<file path="src/rtl/ahi_params.svh">
`ifndef AHI_PARAMS_SVH
`define AHI_PARAMS_SVH
// Command word layout
`define AHI_CMD_WR_BIT   15
`define AHI_CMD_ADDR_HI  14
`define AHI_CMD_ADDR_LO  9
`define AHI_CMD_DATA_HI  8
// Register-mode exit command
`define AHI_EXIT_ADDR    6'h00
`define AHI_EXIT_DATA    9'h000
// Channel register address and its pair field
`define AHI_CHAN_ADDR    6'h03
`define AHI_CHAN_PAIR_HI 2
// Reset values
`define AHI_PAIR_DEFAULT 3'h0
`define AHI_WORD_ZERO    16'h0000
`define AHI_SW_MODE_CODE 2'h0
// Serial framing
`define AHI_LAST_BIT     4'hf
`define AHI_BIT_ZERO     4'h0
`endif

</file>
<file path="src/rtl/ahi_pkg.sv">
package ahi_pkg;
    typedef logic [15:0] ahi_word_t;  // Data bus / command word
    typedef logic [5:0]  ahi_addr_t;  // Register index
    typedef logic [8:0]  ahi_data_t;  // Register payload
    typedef logic [2:0]  ahi_pair_t;  // Channel pair index
    typedef logic [1:0]  ahi_range_t; // Range mode pins
endpackage

</file>
<file path="src/rtl/ahi_host_port.sv">
`timescale 1ns/10ps
`include "ahi_params.svh"
// Notes on behaviour
// - Hardware mode: pair pins pick pair 0..7
// - Leaving any reset: pins give initial pair
// - Pins sampled while busy pick next pair
// - Software mode: channel register, default pair 0
// - Start edge begins conversion; busy until ready
// - Parallel bus driven only when select, read low
// - Select rise floats bus, select fall releases
// - First read after busy gives A, next B
// - Writing zero to address zero exits register mode
// - Write word: bit15 one, address, nine data
// - Parallel write latched on write-strobe rise
// - Read command loads register into output word
// - Returned word carries register address
// - Two-line: A on out a; one-line: A then B
// - One-wire select fixed at full reset release
// - Select fall shows MSB; clock rise shifts next
// - One-line results need 32 clocks, one or two frames
// - Serial read returns data in following frame
// - Register mode returns previously addressed register
// - Hardware mode refuses all register access
// - Range pins zero at full reset: software mode
module ahi_host_port (
    input  wire logic             i_clk,
    input  wire logic             i_resetn,
    input  wire logic             i_partial_resetn,
    input  wire ahi_pkg::ahi_pair_t  i_pair_select_pins,
    input  wire ahi_pkg::ahi_range_t i_range_mode_pins,
    input  wire logic             i_serial_parallel_select,
    input  wire logic             i_one_wire_select,
    input  wire logic             i_convert_start,
    input  wire logic             i_cs_n,
    input  wire logic             i_rd_n,
    input  wire logic             i_wr_n,
    input  wire logic             i_sclk,
    input  wire logic             i_serial_command_in,
    input  wire ahi_pkg::ahi_word_t  i_parallel_data_bus,
    output ahi_pkg::ahi_word_t       o_parallel_data_bus,
    output logic                  o_parallel_data_bus_oe_n,
    output logic                  o_serial_out_a,
    output logic                  o_serial_out_a_oe_n,
    output logic                  o_serial_out_b,
    output logic                  o_serial_out_b_oe_n,
    output logic                  o_busy,
    output logic                  o_conv_start,
    output ahi_pkg::ahi_pair_t       o_conv_pair,
    input  wire logic             i_conv_done,
    input  wire ahi_pkg::ahi_word_t  i_result_a,
    input  wire ahi_pkg::ahi_word_t  i_result_b,
    output logic                  o_reg_wr,
    output ahi_pkg::ahi_addr_t       o_reg_addr,
    output ahi_pkg::ahi_data_t       o_reg_wdata,
    input  wire ahi_pkg::ahi_data_t  i_reg_rdata,
    output logic                  o_software_mode,
    output logic                  o_register_mode
);
    import ahi_pkg::*;

    // ******************************************
    // Pin synchronisation
    // ******************************************
    localparam int SW = 30;             // Synchronised pin count

    logic [SW-1:0] pin_raw;             // Outside pins except i_resetn
    logic [SW-1:0] pin_q;               // Settled levels
    logic [SW-1:0] pin_rise;            // Rising edges
    logic [SW-1:0] pin_fall;            // Falling edges

    assign pin_raw = {i_parallel_data_bus, i_pair_select_pins,
                      i_range_mode_pins, i_serial_parallel_select,
                      i_one_wire_select, i_convert_start, i_cs_n,
                      i_rd_n, i_wr_n, i_sclk, i_serial_command_in,
                      i_partial_resetn};

    // Data bus goes through the same two stages as the
    // strobes, so a write edge sees data of the same age
    ahi_sync #(.W(SW)) u_sync (
        .i_clk  (i_clk),
        .i_d    (pin_raw),
        .o_q    (pin_q),
        .o_rise (pin_rise),
        .o_fall (pin_fall)
    );

    // Named views of the settled pins
    ahi_word_t  db_in;                  // Parallel input word
    ahi_pair_t  pair_pins;              // Pair select level
    ahi_range_t range_pins;             // Range mode level
    logic       ser_pin;                // Serial select level
    logic       one_pin;                // One-wire select level
    logic       start_rise;             // Conversion start edge
    logic       cs_low;                 // Chip select asserted
    logic       cs_fall;                // Select falling edge
    logic       rd_low;                 // Read strobe asserted
    logic       rd_fall;                // Read strobe falling edge
    logic       wr_rise;                // Write strobe rising edge
    logic       sclk_rise;              // Serial clock rise
    logic       sclk_fall;              // Serial clock fall
    logic       serial_command_in;                    // Serial command bit
    logic       part_low;               // Partial reset held
    logic       part_rise;              // Partial reset release

    assign db_in      = pin_q[29:14];
    assign pair_pins  = pin_q[13:11];
    assign range_pins = pin_q[10:9];
    assign ser_pin    = pin_q[8];
    assign one_pin    = pin_q[7];
    assign start_rise = pin_rise[6];
    assign cs_low     = ~pin_q[5];
    assign cs_fall    = pin_fall[5];
    assign rd_low     = ~pin_q[4];
    assign rd_fall    = pin_fall[4];
    assign wr_rise    = pin_rise[3];
    assign sclk_rise  = pin_rise[2];
    assign sclk_fall  = pin_fall[2];
    assign serial_command_in        = pin_q[1];
    assign part_low   = ~pin_q[0];
    assign part_rise  = pin_rise[0];

    // ******************************************
    // Configuration latched at full reset release
    // ******************************************
    logic cfg_done;                     // Strap capture finished
    logic sw_mode;                      // Software mode
    logic ser_mode;                     // Serial interface
    logic two_line;                     // Two data-out lines

    // Straps caught on the first clock after release,
    // since an asynchronous capture could latch a glitch
    always_ff @(posedge i_clk) begin
        if (!i_resetn) begin
            cfg_done <= 1'b0;
            sw_mode  <= 1'b0;
            ser_mode <= 1'b0;
            two_line <= 1'b0;
        end else if (!cfg_done) begin
            cfg_done <= 1'b1;
            sw_mode  <= (range_pins == `AHI_SW_MODE_CODE);
            ser_mode <= ser_pin;
            two_line <= one_pin;
        end
    end

    assign o_software_mode = sw_mode;

    // ******************************************
    // Conversion control and pair selection
    // ******************************************
    logic      busy;                    // Conversion in flight
    ahi_pair_t hw_pair;                 // Pin-chosen pair
    ahi_pair_t sw_pair;                 // Channel register pair
    ahi_word_t res_a;                   // Held A result
    ahi_word_t res_b;                   // Held B result
    logic      conv_go;                 // Start accepted
    logic      part_rel;                // Partial reset released

    assign conv_go = start_rise & ~busy & cfg_done & ~part_low;

    // Pins stay unlatched: reloaded on any reset exit and
    // tracked while busy so the next start uses them
    always_ff @(posedge i_clk) begin
        if (!i_resetn) begin
            hw_pair  <= `AHI_PAIR_DEFAULT;
            part_rel <= 1'b0;
        end else begin
            part_rel <= part_rise;
            if (!cfg_done || part_rel) begin
                hw_pair <= pair_pins;
            end else if (busy) begin
                hw_pair <= pair_pins;
            end
        end
    end

    // Busy from accepted start until the core is done
    always_ff @(posedge i_clk) begin
        if (!i_resetn || part_low) begin
            busy         <= 1'b0;
            o_conv_start <= 1'b0;
            o_conv_pair  <= `AHI_PAIR_DEFAULT;
        end else begin
            o_conv_start <= conv_go;
            if (conv_go) begin
                busy        <= 1'b1;
                o_conv_pair <= sw_mode ? sw_pair : hw_pair;
            end else if (i_conv_done) begin
                busy <= 1'b0;
            end
        end
    end

    // Results captured as busy falls
    always_ff @(posedge i_clk) begin
        if (!i_resetn) begin
            res_a <= `AHI_WORD_ZERO;
            res_b <= `AHI_WORD_ZERO;
        end else if (busy && i_conv_done) begin
            res_a <= i_result_a;
            res_b <= i_result_b;
        end
    end

    assign o_busy = busy;

    // ******************************************
    // Command decode shared by both interfaces
    // ******************************************
    ahi_word_t ser_in;                  // Serial command shifter
    logic [3:0] bit_cnt;                // Bits taken this word
    ahi_word_t cmd;                     // Word being executed
    logic      par_cmd;                 // Parallel command strobe
    logic      ser_cmd;                 // Serial command strobe
    logic      cmd_take;                // Command accepted
    logic      cmd_wr;                  // Write command
    ahi_addr_t cmd_addr;                // Command address
    ahi_data_t cmd_data;                // Command payload
    logic      cmd_exit;                // Register mode exit
    logic      reg_mode;                // Readback of registers
    logic      rb_load;                 // Parallel readback pending

    assign par_cmd  = ~ser_mode & cs_low & wr_rise;
    assign ser_cmd  = ser_mode & cs_low & sclk_fall
                      & (bit_cnt == `AHI_LAST_BIT);
    assign cmd      = ser_mode ? {ser_in[14:0], serial_command_in} : db_in;
    assign cmd_take = sw_mode & (par_cmd | ser_cmd);
    assign cmd_wr   = cmd[`AHI_CMD_WR_BIT];
    assign cmd_addr = cmd[`AHI_CMD_ADDR_HI:`AHI_CMD_ADDR_LO];
    assign cmd_data = cmd[`AHI_CMD_DATA_HI:0];
    assign cmd_exit = cmd_wr & (cmd_addr == `AHI_EXIT_ADDR)
                      & (cmd_data == `AHI_EXIT_DATA);

    // Register side effects of an accepted command
    always_ff @(posedge i_clk) begin
        if (!i_resetn) begin
            reg_mode    <= 1'b0;
            o_reg_wr    <= 1'b0;
            o_reg_addr  <= `AHI_EXIT_ADDR;
            o_reg_wdata <= `AHI_EXIT_DATA;
            sw_pair     <= `AHI_PAIR_DEFAULT;
            rb_load     <= 1'b0;
        end else begin
            o_reg_wr <= cmd_take & cmd_wr;
            rb_load  <= cmd_take & ~cmd_wr & ~ser_mode;
            if (cmd_take) begin
                o_reg_addr <= cmd_addr;
                reg_mode   <= ~cmd_exit;
                if (cmd_wr) begin
                    o_reg_wdata <= cmd_data;
                end
                if (cmd_wr && cmd_addr == `AHI_CHAN_ADDR) begin
                    sw_pair <= cmd_data[`AHI_CHAN_PAIR_HI:0];
                end
            end
        end
    end

    assign o_register_mode = reg_mode;

    // Readback word with the address echoed in its middle
    ahi_word_t rb_word;
    assign rb_word = {1'b0, o_reg_addr, i_reg_rdata};

    // ******************************************
    // Parallel interface
    // ******************************************
    logic rd_b_next;                    // Next read gives B

    // Word chosen by read strobes or by a read command
    always_ff @(posedge i_clk) begin
        if (!i_resetn || part_low) begin
            o_parallel_data_bus <= `AHI_WORD_ZERO;
            rd_b_next           <= 1'b0;
        end else if (busy && i_conv_done) begin
            rd_b_next <= 1'b0;
        end else if (rb_load) begin
            o_parallel_data_bus <= rb_word;
        end else if (!ser_mode && cs_low && rd_fall) begin
            if (reg_mode) begin
                o_parallel_data_bus <= rb_word;
            end else begin
                o_parallel_data_bus <= rd_b_next ? res_b : res_a;
                rd_b_next           <= ~rd_b_next;
            end
        end
    end

    // Driven only inside select and read; select edges
    // float and release it directly
    assign o_parallel_data_bus_oe_n = ser_mode | ~cs_low | ~rd_low;

    // ******************************************
    // Serial interface
    // ******************************************
    logic [31:0] sh_a;                  // Out-a shift chain
    ahi_word_t   sh_b;                  // Out-b shift word
    logic        ser_b_next;            // One-line frame owes B
    logic [3:0]  out_cnt;               // Bits shifted out
    logic        half_done;             // First word of 32 sent

    // Frame load at select fall, shift on clock rise
    always_ff @(posedge i_clk) begin
        if (!i_resetn || part_low) begin
            sh_a       <= {`AHI_WORD_ZERO, `AHI_WORD_ZERO};
            sh_b       <= `AHI_WORD_ZERO;
            ser_b_next <= 1'b0;
            out_cnt    <= `AHI_BIT_ZERO;
            half_done  <= 1'b0;
        end else if (busy && i_conv_done) begin
            ser_b_next <= 1'b0;
        end else if (ser_mode && cs_fall) begin
            out_cnt   <= `AHI_BIT_ZERO;
            half_done <= 1'b0;
            if (reg_mode) begin
                sh_a <= {rb_word, `AHI_WORD_ZERO};
                sh_b <= `AHI_WORD_ZERO;
            end else if (!two_line && ser_b_next) begin
                sh_a       <= {res_b, `AHI_WORD_ZERO};
                ser_b_next <= 1'b0;
            end else begin
                sh_a <= {res_a, res_b};
                sh_b <= res_b;
            end
        end else if (ser_mode && cs_low && sclk_rise) begin
            sh_a    <= {sh_a[30:0], 1'b0};
            sh_b    <= {sh_b[14:0], 1'b0};
            out_cnt <= out_cnt + 4'h1;
            if (out_cnt == `AHI_LAST_BIT && !half_done) begin
                half_done  <= 1'b1;
                // Select lifted now leaves B for a new frame
                ser_b_next <= ~two_line & ~reg_mode;
            end else if (out_cnt == `AHI_LAST_BIT) begin
                ser_b_next <= 1'b0;
            end
        end
    end

    // Command bits taken on the clock fall
    always_ff @(posedge i_clk) begin
        if (!i_resetn || part_low) begin
            ser_in  <= `AHI_WORD_ZERO;
            bit_cnt <= `AHI_BIT_ZERO;
        end else if (ser_mode && cs_fall) begin
            bit_cnt <= `AHI_BIT_ZERO;
        end else if (ser_mode && cs_low && sclk_fall) begin
            ser_in  <= {ser_in[14:0], serial_command_in};
            bit_cnt <= bit_cnt + 4'h1;
        end
    end

    // Output stages register the chain heads
    always_ff @(posedge i_clk) begin
        if (!i_resetn) begin
            o_serial_out_a <= 1'b0;
            o_serial_out_b <= 1'b0;
        end else begin
            o_serial_out_a <= sh_a[31];
            o_serial_out_b <= sh_b[15];
        end
    end

    // Out-b floats in one-line mode
    assign o_serial_out_a_oe_n = ~ser_mode | ~cs_low;
    assign o_serial_out_b_oe_n = ~ser_mode | ~cs_low | ~two_line;
endmodule

</file>
<file path="src/rtl/ahi_sync.sv">
`timescale 1ns/10ps
// ******************************************
// Two-flop synchroniser with edge detection
// ******************************************
module ahi_sync #(
    parameter int W = 1
) (
    input  wire logic         i_clk,
    input  wire logic [W-1:0] i_d,
    output logic      [W-1:0] o_q,
    output logic      [W-1:0] o_rise,
    output logic      [W-1:0] o_fall
);
    logic [W-1:0] meta;   // First stage, read only by o_q
    logic [W-1:0] q_d;    // Delayed copy for edges

    // Data stages carry no reset so that pin levels are
    // already valid when the reset is released
    always_ff @(posedge i_clk) begin
        meta <= i_d;
        o_q  <= meta;
        q_d  <= o_q;
    end

    // Edge detection on the settled stage only
    assign o_rise = o_q & ~q_d;
    assign o_fall = ~o_q & q_d;
endmodule

</file>
<file path="config.mk">
export PLATFORM = sky130hd
export DESIGN_NAME = ahi_host_port
export DESIGN_NICKNAME = d
export VERILOG_FILES = /design/src/rtl/ahi_pkg.sv /design/src/rtl/ahi_host_port.sv /design/src/rtl/ahi_sync.sv
export VERILOG_INCLUDE_DIRS = /design/src /design/src/rtl
export SDC_FILE = /design/constraint.sdc
export NUM_CORES = 1
export LEC_CHECK = 0
export BUFFER_PORTS_ARGS = -buffer_cell sky130_fd_sc_hd__buf_4
export CAP_MARGIN = 20
export CORE_MARGIN = 8
export CORE_UTILIZATION = 45
export CTS_BUF_LIST = sky130_fd_sc_hd__clkbuf_4 sky130_fd_sc_hd__clkbuf_8 sky130_fd_sc_hd__clkbuf_16
export DETAILED_ROUTE_END_ITERATION = 10
export GPL_TIMING_DRIVEN = 0
export PLACE_DENSITY_LB_ADDON = 0.05
export SLEW_MARGIN = 20
export SYNTH_ARGS = -nofsm -noshare
export SYNTH_HDL_FRONTEND = slang
export SYNTH_SLANG_ARGS = --single-unit
</file>
<file path="constraint.sdc">
create_clock -name i_clk -period 1.9 [get_ports i_clk]
set_input_delay 0.095 -clock i_clk [delete_from_list [all_inputs] [get_ports i_clk]]
set_output_delay 0.095 -clock i_clk [all_outputs]
set_load 0.05 [all_outputs]
</file>
==> out/metrics.cfg <==
[run]
max_cap_viol_count = 0

[drt]
drt-total-wl_um = 25700
drtPass1Iterations = 5
antenna_left = 0
viasPerCell = 5.48
via_count = 7496
post-route-drc-count = 0
wire_per_inst_um = 18.8
first_iter_violations = 481

[timing]
worst_slack_ns = 0.0493
final-max-slew-violation-count = 0
setup_viol = 0
relSlewSlack_pct = 53.6
fin_crit_ns = 1.85
hold_violations = 0
max_freq_mhz = 540
min_period_over_period_pct = 97.4
finClkSkew_ns = 0.00886
worstMarginPinSlew_ns = 0.696

[cells_and_area]
fin_area_mm2 = 0.0115
area_delta_synth_final_pct = 34.6
nNetsFinal = 1192
drive_gt1_share_pct = 23.0
antennaDiodeCount = 0
utilization_pct = 61.5
fin_cells = 1368

[clock_tree]
numCtsBuffers = 25
cts-root-buf = clkbuf_16
clk_pin_slew_ns = 0.06
cts_tree = done
clk_path_buf_depth = 3
numClockSinks = 224
worstSkewPairLatency_ns = 0.52
htreeDepth = 1

[setup_path]
critPathMaxFanout = 6
crit_path_cell_trace = buf_12, buf_4, or4b_4, o22ai_4, o2111ai_4, mux2i_1
critPathKind = reg2reg
required_ns = 2.30
slowest_stage = or4b_4
crit_path_start_kind = flip-flop
max_stage_delay_ns = 0.48
end_kind = flip-flop
arrival_ns = 2.25

[placed_design]
dp_hpwl_um = 18000
dp_cells = 1248
placedInstanceArea_mm2 = 0.00970
finalWeightedCongestion = 0.844
place_worst_setup_slack_ns = -0.273
io_buffer_count = 117

[yosys]
async_reset_ff_share_pct = 0
ys_seq_area_share_pct = 52.6
ys_warn_count = 0
yosysUniqueCellTypes = 56
syn-cell-area_mm2 = 0.00852
ys_ff_latch = 224
synthesis.nets = 973
synthFlopType = dfxtp_1
synth.avg_cell_area_um2 = 9.50
syn_inst = 897
synth_edf_count = 0

[status]
status = finished, final reports clean

[power_and_ir_drop]
p_per_area_mw_per_mm2 = 909
ir_drop_mv = 0.854
p_leak_nw = 4.49

[floorplan]
core_area_mm2 = 0.0186
dieArea_mm2 = 0.0236
rows = 50
io_pins = 118
die_h_um = 154
fp.dieW_um = 154
start_util_pct = 45.7

[grt]
grt_max_degree = 14
antenna_found_initial = 0
grt_use_total_pct = 21.0
gr-total-overflow = 0
grt_first_pass_wirelength_um = 40400
first_global_vias = 7380

[worst_hold_path]
hold_class = in2reg

-- stage by stage --
step                      hold WS [ns]  setup TNS, ns  power, mW
after floorplan                  0.123              0       5.21
after global placement           0.200          -7.37       5.46
after detailed placement         0.201          -8.36       5.46
after CTS                        0.107              0       10.5
after global routing             0.128       -0.00247       10.8
final                            0.111              0       10.4
-- layer usage --
layer	part of all wire, %	track usage (%)	wire, µm
met2	48	35.9	12400
met4	2.7	6.21	688
met3	5.3	4.23	1370
met5	0	0	0
met1	44	26.4	11200
-- placed cells by master (no fill, tap or decap), types with 3 or more instances in the layout --
cell           count
a211oi_1          43
a21oi_1          107
a221oi_1          21
a221oi_2           7
and2_1             6
and3_1            15
buf_12             3
buf_2             18
buf_4            125
buf_6              7
clkbuf_1          27
clkbuf_16         25
clkbuf_2           7
clkbuf_4          12
clkbuf_8           3
clkinv_2           4
dfxtp_1          219
dfxtp_2            3
dlygate4sd3_1     73
inv_1              8
mux2_2            20
mux2i_1           35
nand2_1          146
nand2b_1           4
nand3_1            7
nor2_1            48
nor3_1            27
nor3b_1           15
nor4_1             6
o211a_1            7
o211ai_1          22
o21ai_0            9
or3_1              3
xor2_1             3
-- critical path, delay by kind of cell, from the launching register on --
family | cells | cell delay [ns]
AOI/OAI and AO/OA | 2 | 0.42
buffers and inverters | 2 | 0.30
DFF | 1 | 0.37
muxes | 1 | 0.16
and+or+nand+nor | 1 | 0.48
-- state kept, by name, indices dropped and copies added (netlist names), 6 cells and up --
signal / flops
res_a: 16
res_b: 16
ser_in: 15
o_parallel_data_bus: 16
u_sync.o_q: 30
o_reg_wdata: 9
u_sync.q_d: 6
sh_a: 32
o_reg_addr: 6
u_sync.meta: 30
sh_b: 16
-- power breakdown --
| part | switching [mW] | internal [mW] |
|---|---|---|
| sequential | 0.0624 | 4.80 |
| clock | 1.93 | 2.97 |
| combinational | 0.324 | 0.333 |
| total | 2.32 | 8.11 |
-- synthesized netlist by cell type (all sizes together) (2+ instances only) --
master | count | area, µm²
dfxtp | 224 | 4480
nand2 | 148 | 558
a21oi | 108 | 544
nor2 | 49 | 184
a211oi | 44 | 335
buf | 36 | 218
clkbuf | 36 | 136
mux2i | 36 | 360
a221oi | 30 | 319
nor3 | 28 | 140
o211ai | 23 | 178
mux2 | 20 | 225
and3 | 16 | 105
nor3b | 15 | 113
o21ai | 11 | 55.1
inv | 8 | 30.0
nand3 | 7 | 35.0
nor4 | 7 | 58.8
o211a | 7 | 70.1
and2 | 6 | 37.5
nand2b | 4 | 25.0
or3 | 4 | 25.0
xor2 | 3 | 26.3
and4bb | 2 | 25.0
ha | 2 | 25.0
nand4 | 2 | 12.5
nor2b | 2 | 12.5
nor4b | 2 | 23.8
o21a | 2 | 15.0
or4 | 2 | 15.0
-- cell type report --
| type | count | area (µm²) |
|---|---|---|
| sequential | 224 | 4500 |
| fill | 1638 | 7170 |
| clock buffer | 37 | 734 |
| clock inverter | 8 | 111 |
| inverter | 9 | 33.8 |
| timing repair buffer | 195 | 1650 |
| tap | 234 | 293 |
| multi-input combinational | 592 | 3730 |
| buffer | 69 | 418 |
-- path summary, 6_finish.rpt --
| check | from | endpoint | slack [ns] | cells past startpoint |
|---|---|---|---|---|
| worst max-delay path | ser_mode | sw_pair[0] | 0.05 | 6 |
| worst min-delay path | i_resetn | sw_pair[1] | 0.11 | 4 |
| worst min register to register | u_sync.meta[16] | u_sync.o_q[16] | 0.32 | 0 |
| worst max register to register | ser_mode | sw_pair[0] | 0.05 | 6 |
-- what timing repair did --
| action | 4_1_cts | 5_1_grt |
|---|---|---|
| cloned | 0 | 0 |
| pin swaps | 2 | 2 |
| endpoints found under the hold margin | 73 | 0 |
| setup endpoints to repair | 65 | 66 |
| setup buffers | 4 | 1 |
| hold buffers | 73 | 0 |
| gates resized for setup | 25 | 29 |
-- cells by family (layout without fill, tap and decap cells) --
group,Yosys count,after routing,share of synthesized area (%)
DFF,224,224,52.6
adders and majority gates,2,2,0.294
and+or+nand+nor,298,298,16.5
xor gates and xnor gates,4,4,0.411
buffers and inverters,81,318,4.55
muxes,56,56,6.87
AOI/OAI and AO/OA,232,232,18.8
(Power assumes the default switching activity.)
